## src/common/mem_map_pkg.sv

```systemverilog
/*
 * Address map constants and request carriers for the memory map decoder.
 * Assumes a 24-bit byte address space and a single system clock.
 */
`default_nettype none
package mem_map_pkg;
    localparam int ADDR_W         = 24;
    localparam int SEG_W          = 8;
    localparam int PAGE_W         = 2;
    localparam int FLASH_LINE_W   = 128;
    localparam logic [23:0] SEG_SIZE      = 24'h01_0000;
    localparam logic [23:0] PAGE_SIZE     = 24'h00_4000;
    localparam logic [23:0] DATA_RAM_LO      = 24'h00_A000;
    localparam logic [23:0] DATA_RAM_HI      = 24'h00_DFFF;
    localparam logic [23:0] XREG_LO       = 24'h00_E000;
    localparam logic [23:0] XREG_HI       = 24'h00_EFFF;
    localparam logic [23:0] EREG_LO       = 24'h00_F000;
    localparam logic [23:0] EREG_HI       = 24'h00_F1FF;
    localparam logic [23:0] DUAL_PORT_RAM_LO      = 24'h00_F600;
    localparam logic [23:0] DUAL_PORT_RAM_HI      = 24'h00_FDFF;
    localparam logic [23:0] DUAL_PORT_RAM_BIT_LO  = 24'h00_FD00;
    localparam logic [23:0] SREG_LO       = 24'h00_FE00;
    localparam logic [23:0] SREG_HI       = 24'h00_FFFF;
    localparam logic [23:0] EXTIO_LO      = 24'h21_0000;
    localparam logic [23:0] EXTIO_HI      = 24'h3F_FFFF;
    localparam logic [23:0] FLASH0_LO     = 24'hC0_0000;
    localparam logic [23:0] FLASH0_HI     = 24'hC3_FFFF;
    localparam logic [23:0] FLASH1_LO     = 24'hC4_0000;
    localparam logic [23:0] FLASH1_HI     = 24'hC4_FFFF;
    localparam logic [23:0] FLASH_RSV_LO  = 24'hC0_F000;
    localparam logic [23:0] FLASH_RSV_HI  = 24'hC0_FFFF;
    localparam logic [23:0] PRAM_LO       = 24'hE0_0000;
    localparam logic [23:0] PRAM_HI       = 24'hE7_FFFF;
    localparam logic [23:0] PRAM_MASK     = 24'h00_3FFF;
    localparam int SECTOR_SHIFT   = 12;
    localparam int CLUSTER_SHIFT  = 2;
    localparam int PROG_BLOCK_SHIFT = 7;
    localparam int GPR_COUNT      = 16;
    localparam int GPR_BYTE_COUNT = 8;

    typedef enum logic [3:0] {
        TGT_EXT    = 4'h0,
        TGT_DATA_RAM  = 4'h1,
        TGT_XREG   = 4'h2,
        TGT_EREG   = 4'h3,
        TGT_DUAL_PORT_RAM  = 4'h4,
        TGT_SREG   = 4'h5,
        TGT_FLASH0 = 4'h6,
        TGT_FLASH1 = 4'h7,
        TGT_FLASHR = 4'h8,
        TGT_PRAM   = 4'h9
    } target_t;

    typedef enum logic [1:0] {
        UNIT_IDLE = 2'h0,
        UNIT_PROG = 2'h1,
        UNIT_DATA = 2'h2,
        UNIT_SBUS = 2'h3
    } unit_t;

    typedef struct packed {
        logic              valid;
        logic              fetch;
        logic              write;
        logic              word;
        logic [23:0]       addr;
    } req_t;

    typedef struct packed {
        target_t           target;
        logic              ext_io;
        logic              bit_addr;
        logic [1:0]        page;
        logic [7:0]        segment;
        logic [23:0]       local_addr;
    } route_t;
endpackage
`default_nettype wire

```

## src/mem_ecc_check.sv

```systemverilog
/*
 * Soft-error check on one memory read word: parity or single-error correction.
 * Assumes the memory returns a six-bit Hamming check code and an even parity bit.
 */
`default_nettype none
module mem_ecc_check #(
    parameter int DATA_W = 16
) (
    input  wire logic [DATA_W-1:0] rd_data,
    input  wire logic [5:0]        rd_check,
    input  wire logic              rd_parity,
    input  wire logic              parity_en,
    input  wire logic              ecc_en,
    output logic      [DATA_W-1:0] out_data,
    output logic                   err_detect,
    output logic                   err_fixed
);
    function automatic logic [5:0] syndrome(input logic [DATA_W-1:0] d);
        logic [5:0] s;
        s = 6'h00;
        // Codes from 33 up are distinct and never one-hot, so a check bit flip is not fixed
        for (int i = 0; i < DATA_W; i++) begin
            s = s ^ 6'(i + 33);
        end
        for (int i = 0; i < DATA_W; i++) begin
            if (!d[i]) begin
                s = s ^ 6'(i + 33);
            end
        end
        return s;
    endfunction

    logic [5:0] syn;
    logic       par_bad;

    always_comb begin
        syn        = syndrome(rd_data) ^ rd_check;
        par_bad    = (^rd_data) ^ rd_parity;
        out_data   = rd_data;
        err_detect = 1'b0;
        err_fixed  = 1'b0;
        if (ecc_en && syn != 6'h00) begin
            err_detect = 1'b1;
            for (int i = 0; i < DATA_W; i++) begin
                if (syn == 6'(i + 33)) begin
                    out_data[i] = ~rd_data[i];
                    err_fixed   = 1'b1;
                end
            end
        end else if (!ecc_en && parity_en && par_bad) begin
            err_detect = 1'b1;
        end
    end
endmodule
`default_nettype wire

```

## src/memory_map_address_decoder.sv

```systemverilog
/*
 * Address decoder and router for the 16-Mbyte linear space: picks one target,
 * steers fetches to the program access unit, internal segment 0 data to the data access unit and other data to the system bus.
 * Assumes one request per cycle from the core and synchronous memory answers.
 */
// Notes on behaviour
// - 256 segments of 64K, four 16K pages
// - Byte and word access everywhere
// - Internal memories and registers in segment 0
// - Dual port RAM F600 to FDFF
// - Top 256 bytes, general registers bit addressable
// - Sixteen word registers, low eight byte split
// - Two 512 byte register spaces decoded
// - Reserved areas go to external bus
// - External IO area disables pipeline optimisation
// - Program unit takes fetches, Flash, program RAM
// - Data unit takes data, data RAM, peripherals
// - System bus links units both ways
// - Program RAM mirrored, protectable region
// - Flash 4K sectors, 128 byte blocks
// - Top segment 0 Flash sector reserved
// - 128 bit Flash reads, modules parallel
// - Flash read protection unlocked by password
// - Protection per sector cluster
// - Parity errors block faulty data
// - ECC corrects single data bit errors
`default_nettype none
module memory_map_address_decoder #(
    parameter int          DATA_W   = 16,
    parameter logic [31:0] PASSWORD = 32'hA5A5_5A5A
) (
    input  wire logic                        clk_sys,
    input  wire logic                        srst,
    input  wire mem_map_pkg::req_t           req,
    input  wire logic [DATA_W-1:0]           wdata,
    input  wire logic [1:0]                  byte_en,
    input  wire logic                        ext_bus_present,
    input  wire logic [13:0]                 pram_prot_limit,
    input  wire logic [31:0]                 flash_wprot_clusters,
    input  wire logic                        flash_rprot,
    input  wire logic                        pw_valid,
    input  wire logic [31:0]                 pw_word,
    input  wire logic                        relock,
    input  wire logic [DATA_W-1:0]           mem_rdata,
    input  wire logic [5:0]                  mem_rcheck,
    input  wire logic                        mem_rparity,
    input  wire logic                        parity_en,
    input  wire logic                        ecc_en,
    input  wire logic                        flash0_busy,
    input  wire logic                        flash1_busy,
    output mem_map_pkg::route_t              route,
    output mem_map_pkg::unit_t               unit_sel,
    output logic                             sysbus_xfer,
    output logic                             pipe_opt_off,
    output logic                             access_ok,
    output logic                             access_blocked,
    output logic [1:0]                       lane_en,
    output logic [DATA_W-1:0]                lane_wdata,
    output logic [8:0]                       flash_line,
    output logic [4:0]                       flash_sector,
    output logic [9:0]                       flash_block,
    output logic [3:0]                       gpr_index,
    output logic                             flash_unlocked,
    output logic [DATA_W-1:0]                rdata,
    output logic                             rd_error,
    output logic                             rd_corrected
);
    typedef enum logic [1:0] {
        LOCK_IDLE  = 2'b00,
        LOCK_HALF  = 2'b01,
        LOCK_OPEN  = 2'b10
    } lock_t;

    function automatic logic in_range(input logic [23:0] a, lo, hi);
        return (a >= lo) && (a <= hi);
    endfunction

    function automatic mem_map_pkg::target_t decode(input logic [23:0] a);
        if (a[23:16] == 8'h00 && in_range(a, mem_map_pkg::DATA_RAM_LO, mem_map_pkg::DATA_RAM_HI)) begin
            return mem_map_pkg::TGT_DATA_RAM;
        end else if (in_range(a, mem_map_pkg::XREG_LO, mem_map_pkg::XREG_HI)) begin
            return mem_map_pkg::TGT_XREG;
        end else if (in_range(a, mem_map_pkg::EREG_LO, mem_map_pkg::EREG_HI)) begin
            return mem_map_pkg::TGT_EREG;
        end else if (in_range(a, mem_map_pkg::DUAL_PORT_RAM_LO, mem_map_pkg::DUAL_PORT_RAM_HI)) begin
            return mem_map_pkg::TGT_DUAL_PORT_RAM;
        end else if (in_range(a, mem_map_pkg::SREG_LO, mem_map_pkg::SREG_HI)) begin
            return mem_map_pkg::TGT_SREG;
        end else if (in_range(a, mem_map_pkg::FLASH_RSV_LO, mem_map_pkg::FLASH_RSV_HI)) begin
            return mem_map_pkg::TGT_FLASHR;
        end else if (in_range(a, mem_map_pkg::FLASH0_LO, mem_map_pkg::FLASH0_HI)) begin
            return mem_map_pkg::TGT_FLASH0;
        end else if (in_range(a, mem_map_pkg::FLASH1_LO, mem_map_pkg::FLASH1_HI)) begin
            return mem_map_pkg::TGT_FLASH1;
        end else if (in_range(a, mem_map_pkg::PRAM_LO, mem_map_pkg::PRAM_HI)) begin
            return mem_map_pkg::TGT_PRAM;
        end else begin
            return mem_map_pkg::TGT_EXT;
        end
    endfunction

    function automatic logic is_prog_target(input mem_map_pkg::target_t t);
        return t == mem_map_pkg::TGT_FLASH0 || t == mem_map_pkg::TGT_FLASH1
            || t == mem_map_pkg::TGT_FLASHR || t == mem_map_pkg::TGT_PRAM;
    endfunction

    mem_map_pkg::target_t tgt;
    mem_map_pkg::route_t  next_route;
    mem_map_pkg::unit_t   next_unit;
    logic                 next_sysbus;
    logic                 next_pipe_off;
    logic                 next_ok;
    logic                 next_blocked;
    logic [1:0]           next_lane_en;
    logic [DATA_W-1:0]    next_lane_wdata;
    logic [8:0]           next_flash_line;
    logic [4:0]           next_flash_sector;
    logic [9:0]           next_flash_block;
    logic [3:0]           next_gpr_index;
    logic                 wprot_hit;
    logic                 rprot_hit;
    logic [4:0]           sector_num;
    logic                 flash_busy_hit;
    lock_t                lock_state;
    lock_t                next_lock_state;
    logic [DATA_W-1:0]    chk_data;
    logic                 chk_err;
    logic                 chk_fixed;
    logic                 rd_pending;
    logic                 next_rd_pending;
    logic [DATA_W-1:0]    next_rdata;
    logic                 next_rd_error;
    logic                 next_rd_corrected;

    mem_ecc_check #(
        .DATA_W (DATA_W)
    ) u_ecc (
        .rd_data    (mem_rdata),
        .rd_check   (mem_rcheck),
        .rd_parity  (mem_rparity),
        .parity_en  (parity_en),
        .ecc_en     (ecc_en),
        .out_data   (chk_data),
        .err_detect (chk_err),
        .err_fixed  (chk_fixed)
    );

    always_comb begin
        tgt = decode(req.addr);
        if (tgt == mem_map_pkg::TGT_EXT && !ext_bus_present) begin
            tgt = mem_map_pkg::TGT_EXT;
        end
        sector_num     = 5'(req.addr[17:mem_map_pkg::SECTOR_SHIFT]);
        // Protection bits per cluster of four sectors keeps the control word small
        wprot_hit      = req.write && (tgt == mem_map_pkg::TGT_FLASH0
                         || tgt == mem_map_pkg::TGT_FLASH1)
                         && flash_wprot_clusters[sector_num >> mem_map_pkg::CLUSTER_SHIFT];
        rprot_hit      = !req.write && flash_rprot && lock_state != LOCK_OPEN
                         && !req.fetch && (tgt == mem_map_pkg::TGT_FLASH0
                         || tgt == mem_map_pkg::TGT_FLASH1);
        flash_busy_hit = (tgt == mem_map_pkg::TGT_FLASH0 && flash0_busy)
                         || (tgt == mem_map_pkg::TGT_FLASH1 && flash1_busy);
        next_route.target     = tgt;
        next_route.segment    = req.addr[23:16];
        next_route.page       = req.addr[15:14];
        next_route.ext_io     = in_range(req.addr, mem_map_pkg::EXTIO_LO, mem_map_pkg::EXTIO_HI);
        next_route.bit_addr   = (tgt == mem_map_pkg::TGT_DUAL_PORT_RAM && req.addr >= mem_map_pkg::DUAL_PORT_RAM_BIT_LO)
                                || tgt == mem_map_pkg::TGT_SREG || tgt == mem_map_pkg::TGT_EREG;
        next_route.local_addr = (tgt == mem_map_pkg::TGT_PRAM) ? (req.addr & mem_map_pkg::PRAM_MASK)
                                                              : req.addr;
        next_pipe_off  = req.valid && next_route.ext_io;
        if (!req.valid) begin
            next_unit = mem_map_pkg::UNIT_IDLE;
        end else if (req.fetch) begin
            next_unit = mem_map_pkg::UNIT_PROG;
        end else if (is_prog_target(tgt) || tgt == mem_map_pkg::TGT_EXT) begin
            next_unit = mem_map_pkg::UNIT_SBUS;
        end else begin
            next_unit = mem_map_pkg::UNIT_DATA;
        end
        next_sysbus    = next_unit == mem_map_pkg::UNIT_SBUS
                         || (req.valid && req.fetch && tgt == mem_map_pkg::TGT_EXT);
        next_blocked   = req.valid && (wprot_hit || rprot_hit || flash_busy_hit
                         || (req.write && tgt == mem_map_pkg::TGT_FLASHR)
                         || (req.write && tgt == mem_map_pkg::TGT_PRAM
                             && next_route.local_addr[13:0] < pram_prot_limit));
        next_ok        = req.valid && !next_blocked;
        // Word access uses both lanes; byte access picks the lane from addr[0]
        if (req.word) begin
            next_lane_en    = 2'b11;
            next_lane_wdata = wdata;
        end else begin
            next_lane_en    = req.addr[0] ? 2'b10 : 2'b01;
            next_lane_wdata = {wdata[7:0], wdata[7:0]};
        end
        next_lane_en      = next_lane_en & (req.word ? 2'b11 : (byte_en | next_lane_en));
        next_flash_line   = 9'(req.addr[12:4]);
        next_flash_sector = sector_num;
        next_flash_block  = 10'(req.addr[16:mem_map_pkg::PROG_BLOCK_SHIFT]);
        next_gpr_index    = req.word ? 4'(req.addr[4:1]) : {1'b0, req.addr[3:1]};
    end

    always_comb begin
        next_lock_state = lock_state;
        case (lock_state)
            LOCK_IDLE: begin
                if (pw_valid && pw_word == PASSWORD) begin
                    next_lock_state = LOCK_HALF;
                end
            end
            LOCK_HALF: begin
                if (pw_valid) begin
                    next_lock_state = (pw_word == ~PASSWORD) ? LOCK_OPEN : LOCK_IDLE;
                end
            end
            LOCK_OPEN: begin
                if (relock) begin
                    next_lock_state = LOCK_IDLE;
                end
            end
            default: begin
                next_lock_state = LOCK_IDLE;
            end
        endcase
    end

    always_comb begin
        next_rd_pending   = req.valid && !req.write && next_ok;
        next_rdata        = rdata;
        next_rd_error     = 1'b0;
        next_rd_corrected = 1'b0;
        if (rd_pending) begin
            next_rd_error     = chk_err && !chk_fixed;
            next_rd_corrected = chk_fixed;
            next_rdata        = (chk_err && !chk_fixed) ? '0 : chk_data;
        end
    end

    always_ff @(posedge clk_sys) begin
        if (srst) begin
            route          <= '0;
            unit_sel       <= mem_map_pkg::UNIT_IDLE;
            sysbus_xfer    <= 1'b0;
            pipe_opt_off   <= 1'b0;
            access_ok      <= 1'b0;
            access_blocked <= 1'b0;
            lane_en        <= 2'b00;
            lane_wdata     <= '0;
            flash_line     <= 9'h000;
            flash_sector   <= 5'h00;
            flash_block    <= 10'h000;
            gpr_index      <= 4'h0;
            lock_state     <= LOCK_IDLE;
            rd_pending     <= 1'b0;
            rdata          <= '0;
            rd_error       <= 1'b0;
            rd_corrected   <= 1'b0;
        end else begin
            route          <= next_route;
            unit_sel       <= next_unit;
            sysbus_xfer    <= next_sysbus;
            pipe_opt_off   <= next_pipe_off;
            access_ok      <= next_ok;
            access_blocked <= next_blocked;
            lane_en        <= next_ok ? next_lane_en : 2'b00;
            lane_wdata     <= next_lane_wdata;
            flash_line     <= next_flash_line;
            flash_sector   <= next_flash_sector;
            flash_block    <= next_flash_block;
            gpr_index      <= next_gpr_index;
            lock_state     <= next_lock_state;
            rd_pending     <= next_rd_pending;
            rdata          <= next_rdata;
            rd_error       <= next_rd_error;
            rd_corrected   <= next_rd_corrected;
        end
    end

    assign flash_unlocked = (lock_state == LOCK_OPEN);

    sfr_decode_a: assert property (@(posedge clk_sys) disable iff (srst)
        req.valid && req.addr >= mem_map_pkg::SREG_LO && req.addr <= mem_map_pkg::SREG_HI
        |=> route.target == mem_map_pkg::TGT_SREG)
        else $error("special register area misdecoded");
    dual_port_ram_decode_a: assert property (@(posedge clk_sys) disable iff (srst)
        req.valid && req.addr >= mem_map_pkg::DUAL_PORT_RAM_LO && req.addr <= mem_map_pkg::DUAL_PORT_RAM_HI
        |=> route.target == mem_map_pkg::TGT_DUAL_PORT_RAM)
        else $error("dual port area misdecoded");
    ext_io_a: assert property (@(posedge clk_sys) disable iff (srst)
        req.valid && req.addr >= mem_map_pkg::EXTIO_LO && req.addr <= mem_map_pkg::EXTIO_HI
        |=> pipe_opt_off && route.target == mem_map_pkg::TGT_EXT)
        else $error("external io not flagged");
    fetch_unit_a: assert property (@(posedge clk_sys) disable iff (srst)
        req.valid && req.fetch |=> unit_sel == mem_map_pkg::UNIT_PROG)
        else $error("fetch not on program unit");
    data_unit_a: assert property (@(posedge clk_sys) disable iff (srst)
        req.valid && !req.fetch && req.addr >= mem_map_pkg::DATA_RAM_LO
        && req.addr <= mem_map_pkg::DATA_RAM_HI |=> unit_sel == mem_map_pkg::UNIT_DATA)
        else $error("data ram not on data unit");
    pram_mirror_a: assert property (@(posedge clk_sys) disable iff (srst)
        req.valid && req.addr >= mem_map_pkg::PRAM_LO && req.addr <= mem_map_pkg::PRAM_HI
        |=> route.local_addr[23:14] == 10'h000)
        else $error("program ram mirror wrong");
    rsv_sector_a: assert property (@(posedge clk_sys) disable iff (srst)
        req.valid && req.write && req.addr >= mem_map_pkg::FLASH_RSV_LO
        && req.addr <= mem_map_pkg::FLASH_RSV_HI |=> access_blocked)
        else $error("reserved sector written");
    unlock_seq_a: assert property (@(posedge clk_sys) disable iff (srst)
        $rose(flash_unlocked) |-> $past(pw_valid) && $past(pw_word) == ~PASSWORD)
        else $error("unlock without password");
    parity_block_a: assert property (@(posedge clk_sys) disable iff (srst)
        rd_error |-> rdata == '0)
        else $error("faulty read data passed");
    byte_lane_a: assert property (@(posedge clk_sys) disable iff (srst)
        access_ok && !$past(req.word) |-> $onehot(lane_en))
        else $error("byte access lanes wrong");

    ext_cov: cover property (@(posedge clk_sys) access_ok && route.target == mem_map_pkg::TGT_EXT);
    unlock_cov: cover property (@(posedge clk_sys) $rose(flash_unlocked));
    fix_cov: cover property (@(posedge clk_sys) rd_corrected);
endmodule
`default_nettype wire

```

## config.mk

```make
export PLATFORM = sky130hd
export DESIGN_NAME = memory_map_address_decoder
export DESIGN_NICKNAME = d
export VERILOG_FILES = /design/src/common/mem_map_pkg.sv /design/src/mem_ecc_check.sv /design/src/memory_map_address_decoder.sv
export SDC_FILE = /design/constraint.sdc
export NUM_CORES = 1
export LEC_CHECK = 0
export BUFFER_PORTS_ARGS = -buffer_cell sky130_fd_sc_hd__buf_4
export CORE_MARGIN = 2
export CORE_UTILIZATION = 39
export DETAILED_ROUTE_END_ITERATION = 16
export PLACE_DENSITY = 0.82
export SKIP_CTS_REPAIR_TIMING = 1
export SYNTH_ARGS = -nofsm -noshare
export SYNTH_HDL_FRONTEND = slang
export SYNTH_SLANG_ARGS = --single-unit
export TNS_END_PERCENT = 1
```

## constraint.sdc

```tcl
create_clock -name clk_sys -period 2.9 [get_ports clk_sys]
set_input_delay 0.58 -clock clk_sys [delete_from_list [all_inputs] [get_ports clk_sys]]
set_output_delay 0.58 -clock clk_sys [all_outputs]
set_load 0.1 [all_outputs]
```

# Word level (Yosys, flattened, before mapping)
# Cells that the tools add are included.
[word_totals]
register_bits = 113
input_bits = 157
[op_classes]
n_lt_le_gt_ge = 23
eq_ne = 32
mux = 77
bitwise_logic = 38
reduce_logical = 65
[op_table]
columns = ["operator", "count"]
rows = [
  ["$ge A24 B16 Y1 const B", 6],
  ["$le A24 B16 Y1 const B", 5],
  ["$eq A6 B6 Y1 const B", 16],
  ["$ge A24 B24 Y1 const B", 4],
  ["$le A24 B24 Y1 const B", 4],
  ["$mux W6", 16],
  ["$mux W16", 3],
  ["$mux W4", 10],
  ["$mux W1", 37],
  ["$logic_and A1 B1 Y1", 36],
  ["$eq A32 B31 Y1 const B", 1],
  ["$eq A32 B32 Y1 const B", 1],
  ["$ge A24 B22 Y1 const B", 1],
  ["$le A24 B22 Y1 const B", 1],
  ["$not A1 Y1", 19],
  ["$mux W2", 9],
  ["$not A3 Y3", 6],
  ["$eq A4 B3 Y1 const B", 4],
  ["$not A4 Y4", 4],
  ["$reduce_xor A16 Y1", 1],
  ["$lt A14 B14 Y1", 1],
  ["$logic_or A1 B1 Y1", 12],
  ["$eq A4 B4 Y1 const B", 2],
  ["$logic_not A4 Y1", 2],
  ["other kinds (19)", 34],
]

# Depth between registers and ports, before layout
# Gate-level depths: netlist of run 1.
[logic_depth]
ltp_word = 53
ltp_mapped = 10
depth_no_buf = 10

# By module
# A second synthesis of run 1 with hierarchy kept.
[hier_totals]
hier_cells = 467
hier_area_um2 = 4471.8
[by_module_without_submodules]
columns = ["module", "n_inst", "cells_each", "area_per_inst_um2"]
rows = [
  ["memory_map_address_decoder", 1, 384, 3671.0],
  ["mem_ecc_check", 1, 83, 800.8],
]

# Least setup slack after synthesis of run 1
# Ideal clock, no wire load.
[synth_timing]
path_kind = "in2reg"
start = "input mem_rdata[0]"
end = "register rdata[10]"
setup_ns = 0.118
t_arrival_ns = 2.723
t_required_ns = 2.782
path_slack_ns = 0.059
cell_stages = 9
path_buffers = 1
path_cell_list = "xor3_2 xnor2_1 or3_4 a211oi_4 xnor2_1 nor3b_4 nor3_4 buf_8 o21ai_2"
[synth_between]
elab_chain_len = 53
elab_cells_between_ends = 77
classes_between = "eq/ne (16); mux (38); bitwise (17); reduce/logical (6)"
[synth_rtl]
columns = ["element", "line_no", "text"]
rows = [
  ["from (decl)", "memory_map_address_decoder.sv:44", "input wire logic [DATA_W-1:0] mem_rdata,"],
  ["$mux W6", "mem_ecc_check.sv:26", "if (!d[i]) begin"],
  ["$not A2 Y2 (no line)", "n/a", ""],
  ["$mux W6", "mem_ecc_check.sv:26", ""],
  ["$not A3 Y3 (no line)", "n/a", ""],
  ["$mux W6", "mem_ecc_check.sv:26", ""],
  ["$not A2 Y2 (no line)", "n/a", ""],
  ["$mux W6", "mem_ecc_check.sv:26", ""],
  ["$not A3 Y3 (no line)", "n/a", ""],
  ["[... 22 more ...]", "n/a", ""],
  ["$mux W6", "mem_ecc_check.sv:26", ""],
  ["$xor A6 B6 Y6", "mem_ecc_check.sv:37", "syn = syndrome(rd_data) ^ rd_check;"],
  ["$eq A6 B6 Y1", "mem_ecc_check.sv:45", "if (syn == 6'(i + 33)) begin"],
  ["$mux W1 (16 in series)", "mem_ecc_check.sv:45", ""],
  ["$mux W1", "mem_ecc_check.sv:42", "if (ecc_en && syn != 6'h00) begin"],
  ["$logic_not A1 Y1", "memory_map_address_decoder.sv:235", "next_rdata = (chk_err && !chk_fixed) ? '0 : chk_data;"],
  ["$logic_and A1 B1 Y1", "memory_map_address_decoder.sv:235", ""],
  ["$mux W16 (*)", "memory_map_address_decoder.sv:235", ""],
  ["to (signal assigned)", "memory_map_address_decoder.sv:273", "rdata <= next_rdata;"],
  ["to (decl)", "memory_map_address_decoder.sv:64", "output logic [DATA_W-1:0] rdata,"],
]
# Every way passes the cells marked *; elsewhere a longest branch is shown, timed or not.
# A chain may end at the register's enable or synchronous reset.

# Final worst setup path of run 1
[layout_timing]
start = "input mem_rdata[11]"
end = "register rdata[1]"
[layout_between]
elab_chain_len = 31
elab_cells_between_ends = 55
classes_between = "eq/ne (16); mux (27); bitwise (6); reduce/logical (6)"
[layout_rtl]
columns = ["element", "line_no"]
rows = [
  ["$mux W6", "mem_ecc_check.sv:26"],
  ["$not A4 Y4 (no line)", "n/a"],
  ["$mux W6", "mem_ecc_check.sv:26"],
  ["$not A4 Y4 (no line)", "n/a"],
  ["$mux W6", "mem_ecc_check.sv:26"],
  ["$not A5 Y5 (no line)", "n/a"],
  ["$mux W6", "mem_ecc_check.sv:26"],
  ["$not A2 Y2 (no line)", "n/a"],
  ["$mux W6", "mem_ecc_check.sv:26"],
  ["$xor A6 B6 Y6", "mem_ecc_check.sv:37"],
  ["$eq A6 B6 Y1", "mem_ecc_check.sv:45"],
  ["$mux W1 (16 in series)", "mem_ecc_check.sv:45"],
  ["$mux W1", "mem_ecc_check.sv:42"],
  ["$logic_not A1 Y1", "memory_map_address_decoder.sv:235"],
  ["$logic_and A1 B1 Y1", "memory_map_address_decoder.sv:235"],
  ["$mux W16 (*)", "memory_map_address_decoder.sv:235"],
]
# Marked as above.

==> reports/metrics.cfg, run 1 <==
[logic_synthesis]
mapped_cells=452
count_of_warnings_emitted_by_yosys=0
yosysTopAreaCellShare=0.393
synth_area_per_cell_um2=9.70
yosysUniqueCellTypes=59
synth_nets=622
synth_area_leaders=dfxtp_1 (39%), xnor2_1 (5.8%), nor2b_1 (5.3%), buf_4 (4.6%), ha_1 (3.7%)
most_frequent_cells_after_synthesis=dfxtp_1 (86), nor2b_1 (37), nor2_1 (34)
ys_seq_elements=86
dominant_cell_type_by_area_after_synthesis=dfxtp_1
ys_dominant_reg_cell=dfxtp_1
yosys.cell_count.top_type=dfxtp_1
synth_enable_flop_cells=0
asyncSetResetFlopFracSynth=0
ys_seq_area_frac=0.393
synth.cell_area_um2=4380

[run]
maxCapViolations=0

[detailed_routing]
viasPerCell=4.89
drt-total-wl_um=12700
detail_route.wl_per_cell_um=15.4
num_vias=4053
drt.antenna.violating_nets=0
drt_pre_antenna_iters=4
route.detailed.drc=0
drt_first_iter_violations=121

[cells_and_area]
utilization=0.591
finish.net_count=854
multi_input_comb_area_um2=2340
sequential_area_um2=1720
drive_gt1_frac=0.443
antenna-diode-count=0
fillers=942
areaGrowthSynthToFinish_pct=46.7

[timing]
fmaxAchievable_mhz=380
post-route-period-util=0.907
report.final.setup_viol=0
worst-slew-pin-transition_ns=0.670
period_minus_slack_ns=2.63
hold_viol_final=0
final_max_slew_viol_count=0
rsz_0062_raised_after_global_routing=no
finalHoldWorstSlack_ns=0.390
timing.slew.headroom=0.553
clock-skew-final_ns=0.00605

[critical_path]
path_delay_family=XOR/XNOR gates
crit_buf_inv=3
worst_setup_path_end_kind=register
worst-r2r-setup-slack_ns=0.94
worst_path_largest_cell_delay_ns=0.53
critPathKind=in -> reg
crit_arrival_ns=2.89
worstPathRequired_ns=3.15
path_common_cell=buf_4
setup.worst_path.start_class=input pin
critical_path.cell_chain=buf_4 > xor2_1 > xnor3_2 > xnor3_1 > buf_4 > xnor2_1 > a21oi_1 > nor3_4 > buf_12 > o21ai_1
r2r_cells=7
critical_path_peak_fanout=16
reg2reg_to=lane_en[1]$_SDFF_PP0_
critical_path_s_slowest_cell=xnor3_2
worstReg2RegStart=lock_state[1]$_SDFFE_PP0P_

[clock_network]
cts-root-buf=clkbuf_8
numCtsBuffers=9
worst_skew_pair.late_latency_ns=0.36
clkTransAtPathRegs_ns=0.09
clock_sinks=86
tritoncts=yes
cts_max_path_buffers=2
ctsHtreeMaxLevel=3

[global_routing]
maximum_number_of_pins_on_one_net_before_global_route_repair=30
grt_first_pass_wirelength_um=19400
grt_pass1_vias=4171
grt-ovfl-total=0
grt_usage=0.209
antenna_violations_before_repair=0

[floorplanning]
row_count=38
floorplan.io_pins=268
dieHeight_um=110
overall_die_width_um=110
die_area_um2=12100
initial_utilization=0.403
fp.coreArea_um2=10900

[outcome]
result_of_the_run=finished, final reports clean

[worst_hold_path]
worst_hold_path.endpoint=unit_sel[1]$_SDFF_PP0_
worstHoldPathCells=2
timing.hold.worst.start=req[26]
min_path_type=in -> reg

[placement]
gp_routability_congestion=0.840
place.port_buffers=240
detailedPlacementHpwl_um=10300

[pwr]
leakagePower_uw=0.00309
power.ir.vdd_worst_v=0.000348
power_per_cell_area_nw_per_um2=561

-- logic make-up after synthesis --
group	after synthesis	synth area share
AO/OA/AOI/OAI	53	0.0845
XOR/XNOR	47	0.122
adder cells (fa/ha/maj)	13	0.0371
buffers and inverters	53	0.0742
flip-flops	86	0.393
multiplexers	15	0.0408
AND/OR/NAND/NOR	185	0.248
-- power by group --
group          switching, uW  leakage, uW  total [uW]  internal, uW
combinational            994      0.00229        1540           545
clock                    447    0.0000930         809           362
sequential              25.1     0.000709        1260          1240
total                   1470      0.00309        3610          2150
-- worst max path at each step --
stage                              from                endpoint  slack [ns]  depth (start not counted)
final                     mem_rdata[11]   rdata[1]$_SDFFE_PP0P_        0.27                         10
after global routing      mem_rdata[11]   rdata[4]$_SDFFE_PP0P_        0.12                         10
after CTS                 mem_rdata[11]  rdata[10]$_SDFFE_PP0P_        0.29                          9
after detailed placement  mem_rdata[11]   rdata[6]$_SDFFE_PP0P_       -0.09                          9
after global placement    mem_rdata[11]  rdata[11]$_SDFFE_PP0P_        0.01                          9
after floorplan            mem_rdata[0]  rdata[10]$_SDFFE_PP0P_        0.06                          9
-- flip-flops by register name, indices dropped and copies added (netlist names) --
| signal | count |
|---|---|
| rd_pending | 1 |
| lane_en | 2 |
| flash_sector | 2 |
| rd_corrected | 1 |
| lane_wdata | 16 |
| gpr_index | 1 |
| access_ok | 1 |
| route | 38 |
| lock_state | 2 |
| rdata | 16 |
| sysbus_xfer | 1 |
| access_blocked | 1 |
| pipe_opt_off | 1 |
| rd_error | 1 |
| unit_sel | 2 |
-- per-layer routing --
| layer | up-vias | share of wire | track usage |
|---|---|---|---|
| met3 | 22 | 0.073 | 0.0576 |
| li1 | 1973 | - | - |
| met5 | - | 0 | 0 |
| met4 | 0 | 0.020 | 0.0832 |
| met1 | 1887 | 0.38 | 0.223 |
| met2 | 171 | 0.53 | 0.389 |
-- cell usage in the layout, fill, tap and decap left out, types with 3 or more instances in the layout --
cell,n
inv_1,15
a21oi_1,14
ha_1,13
mux2_2,3
and2_1,13
o21ai_0,4
xor2_1,7
xnor3_1,3
nand2b_1,4
nor3_1,8
xnor2_1,29
nand2_1,32
a21o_1,8
o21ai_1,6
buf_4,258
nor3b_1,10
nor2_1,34
nor4bb_1,11
dfxtp_1,86
clkbuf_8,11
xnor2_2,3
mux2i_1,10
nor2b_1,37
o21ai_2,10
nand3_1,9
nand4_1,6
-- area by class of cell --
class	count	share of cell area
multi-input cells	313	0.363
repair buffers	259	0.304
flip-flops and latches	86	0.268
well taps	140	0.0272
clock buffers	12	0.0241
inverters	15	0.00875
clock inverters	4	0.00467
-- through the flow --
step	setup WS [ns]	total power (uW)	cell area, um^2	cells	setup TNS [ns]
2_1_floorplan	0.0590	2360	4380	452	0
3_3_place_gp	0.0148	2780	6250	813	0
3_5_place_dp	-0.0854	2820	6250	813	-1.01
4_1_cts	0.287	3630	6430	829	0
5_1_grt	0.119	3760	6430	829	0
6_report	0.269	3610	6430	829	0
No activity file was read; power rests on OpenSTA's default activity.
==> inputs of run 2 (changes only) <==
--- a/config.mk
+++ b/config.mk
@@ -9,7 +9,7 @@
 export CORE_MARGIN = 2
 export CORE_UTILIZATION = 39
 export DETAILED_ROUTE_END_ITERATION = 16
-export PLACE_DENSITY = 0.82
+export PLACE_DENSITY = 0.84
 export SKIP_CTS_REPAIR_TIMING = 1
 export SYNTH_ARGS = -nofsm -noshare
 export SYNTH_HDL_FRONTEND = slang
==> run 2 against run 1 <==
Flip-flop and latch count did not move; critical path depth decreased by 1; die area stayed put; clock skew decreased by 0.0014 ns; sequential share of layout area shrank 0.18 points; sequential power is essentially flat; clock-buffer cell count is 2 lower; worst setup slack got worse by 0.049 ns; via count grew 1.3%; global-route usage down 0.18 points; wire length increased by 1.4%; combinational power hardly changed; largest cell class unchanged; largest power group unchanged.
==> reports/metrics.cfg, run 2 (same netlist as run 1, synthesis figures left out) <==
[cells_and_area]
reg.largest.list=route (38), lane_wdata (16), rdata (16)
utilization=0.595  ; +0.00402
areaGrowthSynthToFinish_pct=47.7
finish.net_count=855  ; +0.12%
largest_register_ff_count=38  ; unchanged
antenna-diode-count=0  ; unchanged
register_containing_the_most_flip_flops_in_the_final_layout=route
finish.cell_count_without_fillers=830  ; +0.12%
mostFrequentLayoutCells=buf_4 (259), dfxtp_1 (86), nor2b_1 (37), nor2_1 (34), nand2_1 (32)
drive_gt1_frac=0.443  ; +0.000808
fillers=907  ; -3.7%
layout.cells.most_common=buf_4
design_area_um2=6470  ; +0.68%
multi_input_comb_area_um2=2340  ; unchanged
sequential_area_um2=1720  ; unchanged

[detailed_routing]
detailroute.wirelength.met2_um=6890  ; +2.7%
drt_first_iter_violations=161  ; +33%
detail_route.wl_per_cell_um=15.6  ; +1.3%
drt_pre_antenna_iters=4  ; unchanged
viasPerCell=4.95  ; +1.2%
num_vias=4106  ; +1.3%
top_layer_used=met4
route.detailed.drc=0  ; unchanged
drt-total-wl_um=12900  ; +1.4%
drt.antenna.violating_nets=0  ; unchanged
met1_length_um=4630  ; -4.3%
wl_met3_um=1120  ; +20%

[clock_network]
cts-root-buf=clkbuf_8
numCtsBuffers=9  ; unchanged
tritoncts=yes
ctsHtreeMaxLevel=3  ; unchanged
clkTransAtPathRegs_ns=0.09  ; about the same
worst_skew_pair.late_latency_ns=0.36  ; about the same
clock_sinks=86  ; unchanged
cts_max_path_buffers=2  ; unchanged

[floorplanning]
floorplan.io_pins=268  ; unchanged
overall_die_width_um=110  ; unchanged
die_area_um2=12100  ; unchanged
dieHeight_um=110  ; unchanged
row_count=38  ; unchanged
initial_utilization=0.403  ; unchanged
fp.coreArea_um2=10900  ; unchanged

[placement]
place.port_buffers=240  ; unchanged
placed_cell_area_um2=6250  ; +0.12%
pre_cts_ws_ns=-0.129  ; -0.0433 ns
gp_routability_congestion=0.876  ; +4.4%
dp.cells=814  ; +0.12%
detailedPlacementHpwl_um=10400  ; +0.87%

[critical_path]
setup.worst_path.start_class=input pin
critPathKind=in -> reg
critical_path_peak_fanout=9  ; -7
crit_arrival_ns=2.93  ; +0.04 ns
worstPathRequired_ns=3.15  ; about the same
worst_setup_path_end_kind=register

[timing]
final_max_slew_viol_count=0  ; unchanged
clock-skew-final_ns=0.00465  ; -0.00140 ns
period_minus_slack_ns=2.68  ; +0.0489 ns
post-route-period-util=0.924  ; +0.0169
fmaxAchievable_mhz=373  ; -1.8%
hold_viol_final=0  ; unchanged
timing.slew.headroom=0.631  ; +0.0782
setup_ws_ns=0.220  ; -0.0489 ns
worst-slew-pin-transition_ns=0.553  ; -0.117 ns
report.final.setup_viol=0  ; unchanged
rsz_0062_raised_after_global_routing=no

[global_routing]
grt_pass1_vias=4073  ; -2.3%
maximum_number_of_pins_on_one_net_before_global_route_repair=52  ; +73%
grt_usage=0.208  ; -0.00184
grt_first_pass_wirelength_um=19200  ; -0.78%
antenna_violations_before_repair=0  ; unchanged
grt-ovfl-total=0  ; unchanged

[pwr]
totalPowerFinal_uw=3750  ; +3.8%
power.ir.vdd_worst_v=0.000294  ; -16%
leakagePower_uw=0.00311  ; +0.65%
power_per_cell_area_nw_per_um2=579  ; +3.1%

[worst_hold_path]
min_path_type=in -> reg

[outcome]
result_of_the_run=finished, final reports clean

[run]
maxCapViolations=0  ; unchanged

run 2: cell types whose count changed in the layout (fill, tap and decap cells not counted), sizes merged:
cell,change
bufinv,+2
inv,+1
buf,+1
clkinv,-1
clkbuf,-2
run 2: per-layer routing:
layer  global-route usage  vias up
met1                0.208     1908
met2                0.396      196
li1                     -     1975
met4               0.0850        0
met5                    0        -
met3               0.0611       27
run 2: where the power goes:
group	switching (uW)	total, uW	internal, uW
sequential	25.5	1260	1240
combinational	989	1530	545
clock	457	951	493
total	1470	3750	2280
run 2: critical path: stages:
cell and delay, ns:
buf_4 0.12, xor2_1 0.24, xnor3_2 0.53, xnor3_1 0.42, xnor2_2 0.30, nand2_2 0.20, nor3b_1 0.31, xnor2_1 0.16
o21ai_1 0.08
run 2: final timing paths:
check,cells after the start,startpoint,end,slack [ns]
worst max-delay path,9,mem_rdata[11],rdata[3]$_SDFFE_PP0P_,0.22
worst min-delay path,2,req[26],unit_sel[1]$_SDFF_PP0_,0.40
worst max register to register,8,lock_state[1]$_SDFFE_PP0P_,lane_en[0]$_SDFF_PP0_,0.97
worst min register to register,2,rdata[2]$_SDFFE_PP0P_,rdata[2]$_SDFFE_PP0P_,0.46
run 2: area by class of cell:
cell class | count | area share
Sequential cell | 86 | 0.266
Multi-Input combinational cell | 313 | 0.361
Timing Repair Buffer | 260 | 0.303
Clock buffer | 10 | 0.0197
Tap cell | 140 | 0.0271
Inverter | 15 | 0.00870
Clock inverter | 6 | 0.0145
run 2: through the flow:
stage | hold WS (ns) | setup TNS [ns]
6_report | 0.400 | 0
2_1_floorplan | 0.549 | 0
4_1_cts | 0.379 | 0
5_1_grt | 0.376 | 0
3_5_place_dp | 0.445 | -1.24
3_3_place_gp | 0.433 | 0
==> inputs of run 3 (changes only) <==
--- a/config.mk
+++ b/config.mk
@@ -9,7 +9,9 @@
 export CORE_MARGIN = 2
 export CORE_UTILIZATION = 39
 export DETAILED_ROUTE_END_ITERATION = 16
+export GPL_ROUTABILITY_DRIVEN = 0
 export PLACE_DENSITY = 0.84
+export REMOVE_ABC_BUFFERS = 1
 export SKIP_CTS_REPAIR_TIMING = 1
 export SYNTH_ARGS = -nofsm -noshare
 export SYNTH_HDL_FRONTEND = slang
==> run 3 against run 2 <==
Sequential share of layout area increased by 0.19 points; die area did not move; design area down 0.71%; first-iteration DRC count is 1.2% higher; global-route usage grew 0.23 points; combinational power about the same; final cell count is 0.60% lower; critical path type unchanged.
==> reports/metrics.cfg, run 3 (same netlist as run 1, synthesis figures left out) <==
[cells_and_area]
antenna-diode-count=0  ; unchanged
reg.largest.list=route (38), lane_wdata (16), rdata (16)
register_containing_the_most_flip_flops_in_the_final_layout=route
finish.net_count=850  ; -0.58%
finish.cell_count_without_fillers=825  ; -0.60%
drive_gt1_frac=0.441  ; -0.00260
design_area_um2=6430  ; -0.71%
mostFrequentLayoutCells=buf_4 (254), dfxtp_1 (86), nor2b_1 (37), nor2_1 (34), nand2_1 (32)
layout.cells.most_common=buf_4
largest_register_ff_count=38  ; unchanged
areaGrowthSynthToFinish_pct=46.7
fillers=934  ; +3.0%

[clock_network]
cts-root-buf=clkbuf_8
worst_skew_pair.late_latency_ns=0.35  ; about the same
cts_max_path_buffers=2  ; unchanged
numCtsBuffers=9  ; unchanged
tritoncts=yes
ctsHtreeMaxLevel=3  ; unchanged
clock_sinks=86  ; unchanged
clkTransAtPathRegs_ns=0.08  ; about the same

[pwr]
power.ir.vdd_worst_v=0.000333  ; +13%
combinationalPowerShare=0.409  ; about the same
sw_frac_of_total=0.389  ; -0.00349
seqPwrFrac=0.344  ; +0.007
power.internal_uw=2250  ; -1.4%
power_per_cell_area_nw_per_um2=572  ; -1.2%
switching_power_uw=1430  ; -2.8%
leakagePower_uw=0.00309  ; -0.63%
pwr-share-clk=0.247  ; -0.007

[timing]
period_minus_slack_ns=2.64  ; -0.0402 ns
post-route-period-util=0.910  ; -0.0139
final_max_slew_viol_count=0  ; unchanged
hold_viol_final=0  ; unchanged
rsz_0062_raised_after_global_routing=no
setup_ws_ns=0.260  ; +0.0402 ns
clock-skew-final_ns=0.00446  ; -0.000183 ns
timing.slew.headroom=0.652  ; +0.0204
report.final.setup_viol=0  ; unchanged
fmaxAchievable_mhz=379  ; +1.5%
worst-slew-pin-transition_ns=0.522  ; -0.0305 ns

[critical_path]
worstPathRequired_ns=3.15  ; about the same
path_delay_family=XOR/XNOR gates
critical_path_s_slowest_cell=xnor3_2
setup.worst_path.start_class=input pin
crit_arrival_ns=2.89  ; -0.04 ns
critPathKind=in -> reg
worst_setup_path_end_kind=register
critical_path.cell_chain=buf_4 > xor2_1 > xnor3_2 > xnor3_1 > xnor2_2 > nand2_2 > nor3b_1 > xnor2_1 > o21ai_1
worst_path_largest_cell_delay_ns=0.52  ; about the same
critical_path_peak_fanout=9  ; unchanged
crit_buf_inv=1  ; unchanged

[floorplanning]
row_count=38  ; unchanged
floorplan.io_pins=268  ; unchanged
overall_die_width_um=110  ; unchanged
initial_utilization=0.403  ; unchanged
fp.coreArea_um2=10900  ; unchanged
die_area_um2=12100  ; unchanged
dieHeight_um=110  ; unchanged

[placement]
place.port_buffers=240  ; unchanged
placed_cell_area_um2=6220  ; -0.60%
pre_cts_ws_ns=-0.0850  ; +0.0437 ns
dp.cells=809  ; -0.61%
detailedPlacementHpwl_um=10700  ; +2.2%

[detailed_routing]
drt.antenna.violating_nets=0  ; unchanged
route.detailed.drc=0  ; unchanged
drt_first_iter_violations=163  ; +1.2%
detail_route.wl_per_cell_um=15.6  ; +0.48%
num_vias=4016  ; -2.2%
viasPerCell=4.87  ; -1.6%
drt_pre_antenna_iters=4  ; unchanged
drt-total-wl_um=12900  ; -0.12%

[global_routing]
grt-ovfl-total=0  ; unchanged
maximum_number_of_pins_on_one_net_before_global_route_repair=51  ; -1.9%
antenna_violations_before_repair=0  ; unchanged
grt_first_pass_wirelength_um=19300  ; +0.57%
grt_pass1_vias=4095  ; +0.54%
grt_usage=0.210  ; +0.00234

[worst_hold_path]
min_path_type=in -> reg

[outcome]
result_of_the_run=finished, final reports clean

[run]
maxCapViolations=0  ; unchanged

## run 3: final timing paths
path | cells after the start | endpoint | slack (ns) | start
max | 9 | rdata[3]$_SDFFE_PP0P_ | 0.26 | mem_rdata[11]
min | 2 | unit_sel[1]$_SDFF_PP0_ | 0.41 | req[26]
max reg2reg | 7 | lane_en[1]$_SDFF_PP0_ | 1.03 | lock_state[1]$_SDFFE_PP0P_
min reg2reg | 2 | rdata[4]$_SDFFE_PP0P_ | 0.45 | rdata[4]$_SDFFE_PP0P_
## run 3: area by class of cell
class,instances,area [um^2],area share
clock buffer,9,124,0.0193
clock inverter,7,88.8,0.0138
inverter,15,56.3,0.00876
multi-input combinational,313,2340,0.363
sequential,86,1720,0.268
tap,140,175,0.0272
timing repair buffer,255,1930,0.300
## run 3: metal layers
metal / wire [um] / track usage / share of wire / vias up
met5: 0 / 0 / 0 / -
met4: 337 / 0.0778 / 0.026 / 0
met3: 1060 / 0.0606 / 0.082 / 27
met2: 6930 / 0.396 / 0.54 / 193
met1: 4570 / 0.218 / 0.35 / 1833
li1: - / - / - / 1963
## run 3: metrics by stage
step | hold WS [ns] | power (uW) | setup TNS (ns) | util
6_report | 0.411 | 3680 | 0 | 0.590
5_1_grt | 0.385 | 3840 | 0 | 0.590
4_1_cts | 0.386 | 3710 | 0 | 0.590
3_5_place_dp | 0.444 | 2790 | -0.951 | 0.571
3_3_place_gp | 0.435 | 2760 | 0 | 0.571
2_1_floorplan | 0.543 | 2310 | -4.03 | -
## run 3: power groups by stage
stage	logic (uW)	registers, uW	clock network, uW
6_report	1500	1270	909
4_1_cts	1500	1270	938
3_5_place_dp	1500	1290	0
3_3_place_gp	1470	1290	0
2_1_floorplan	458	1850	0
5_1_grt	1580	1270	988
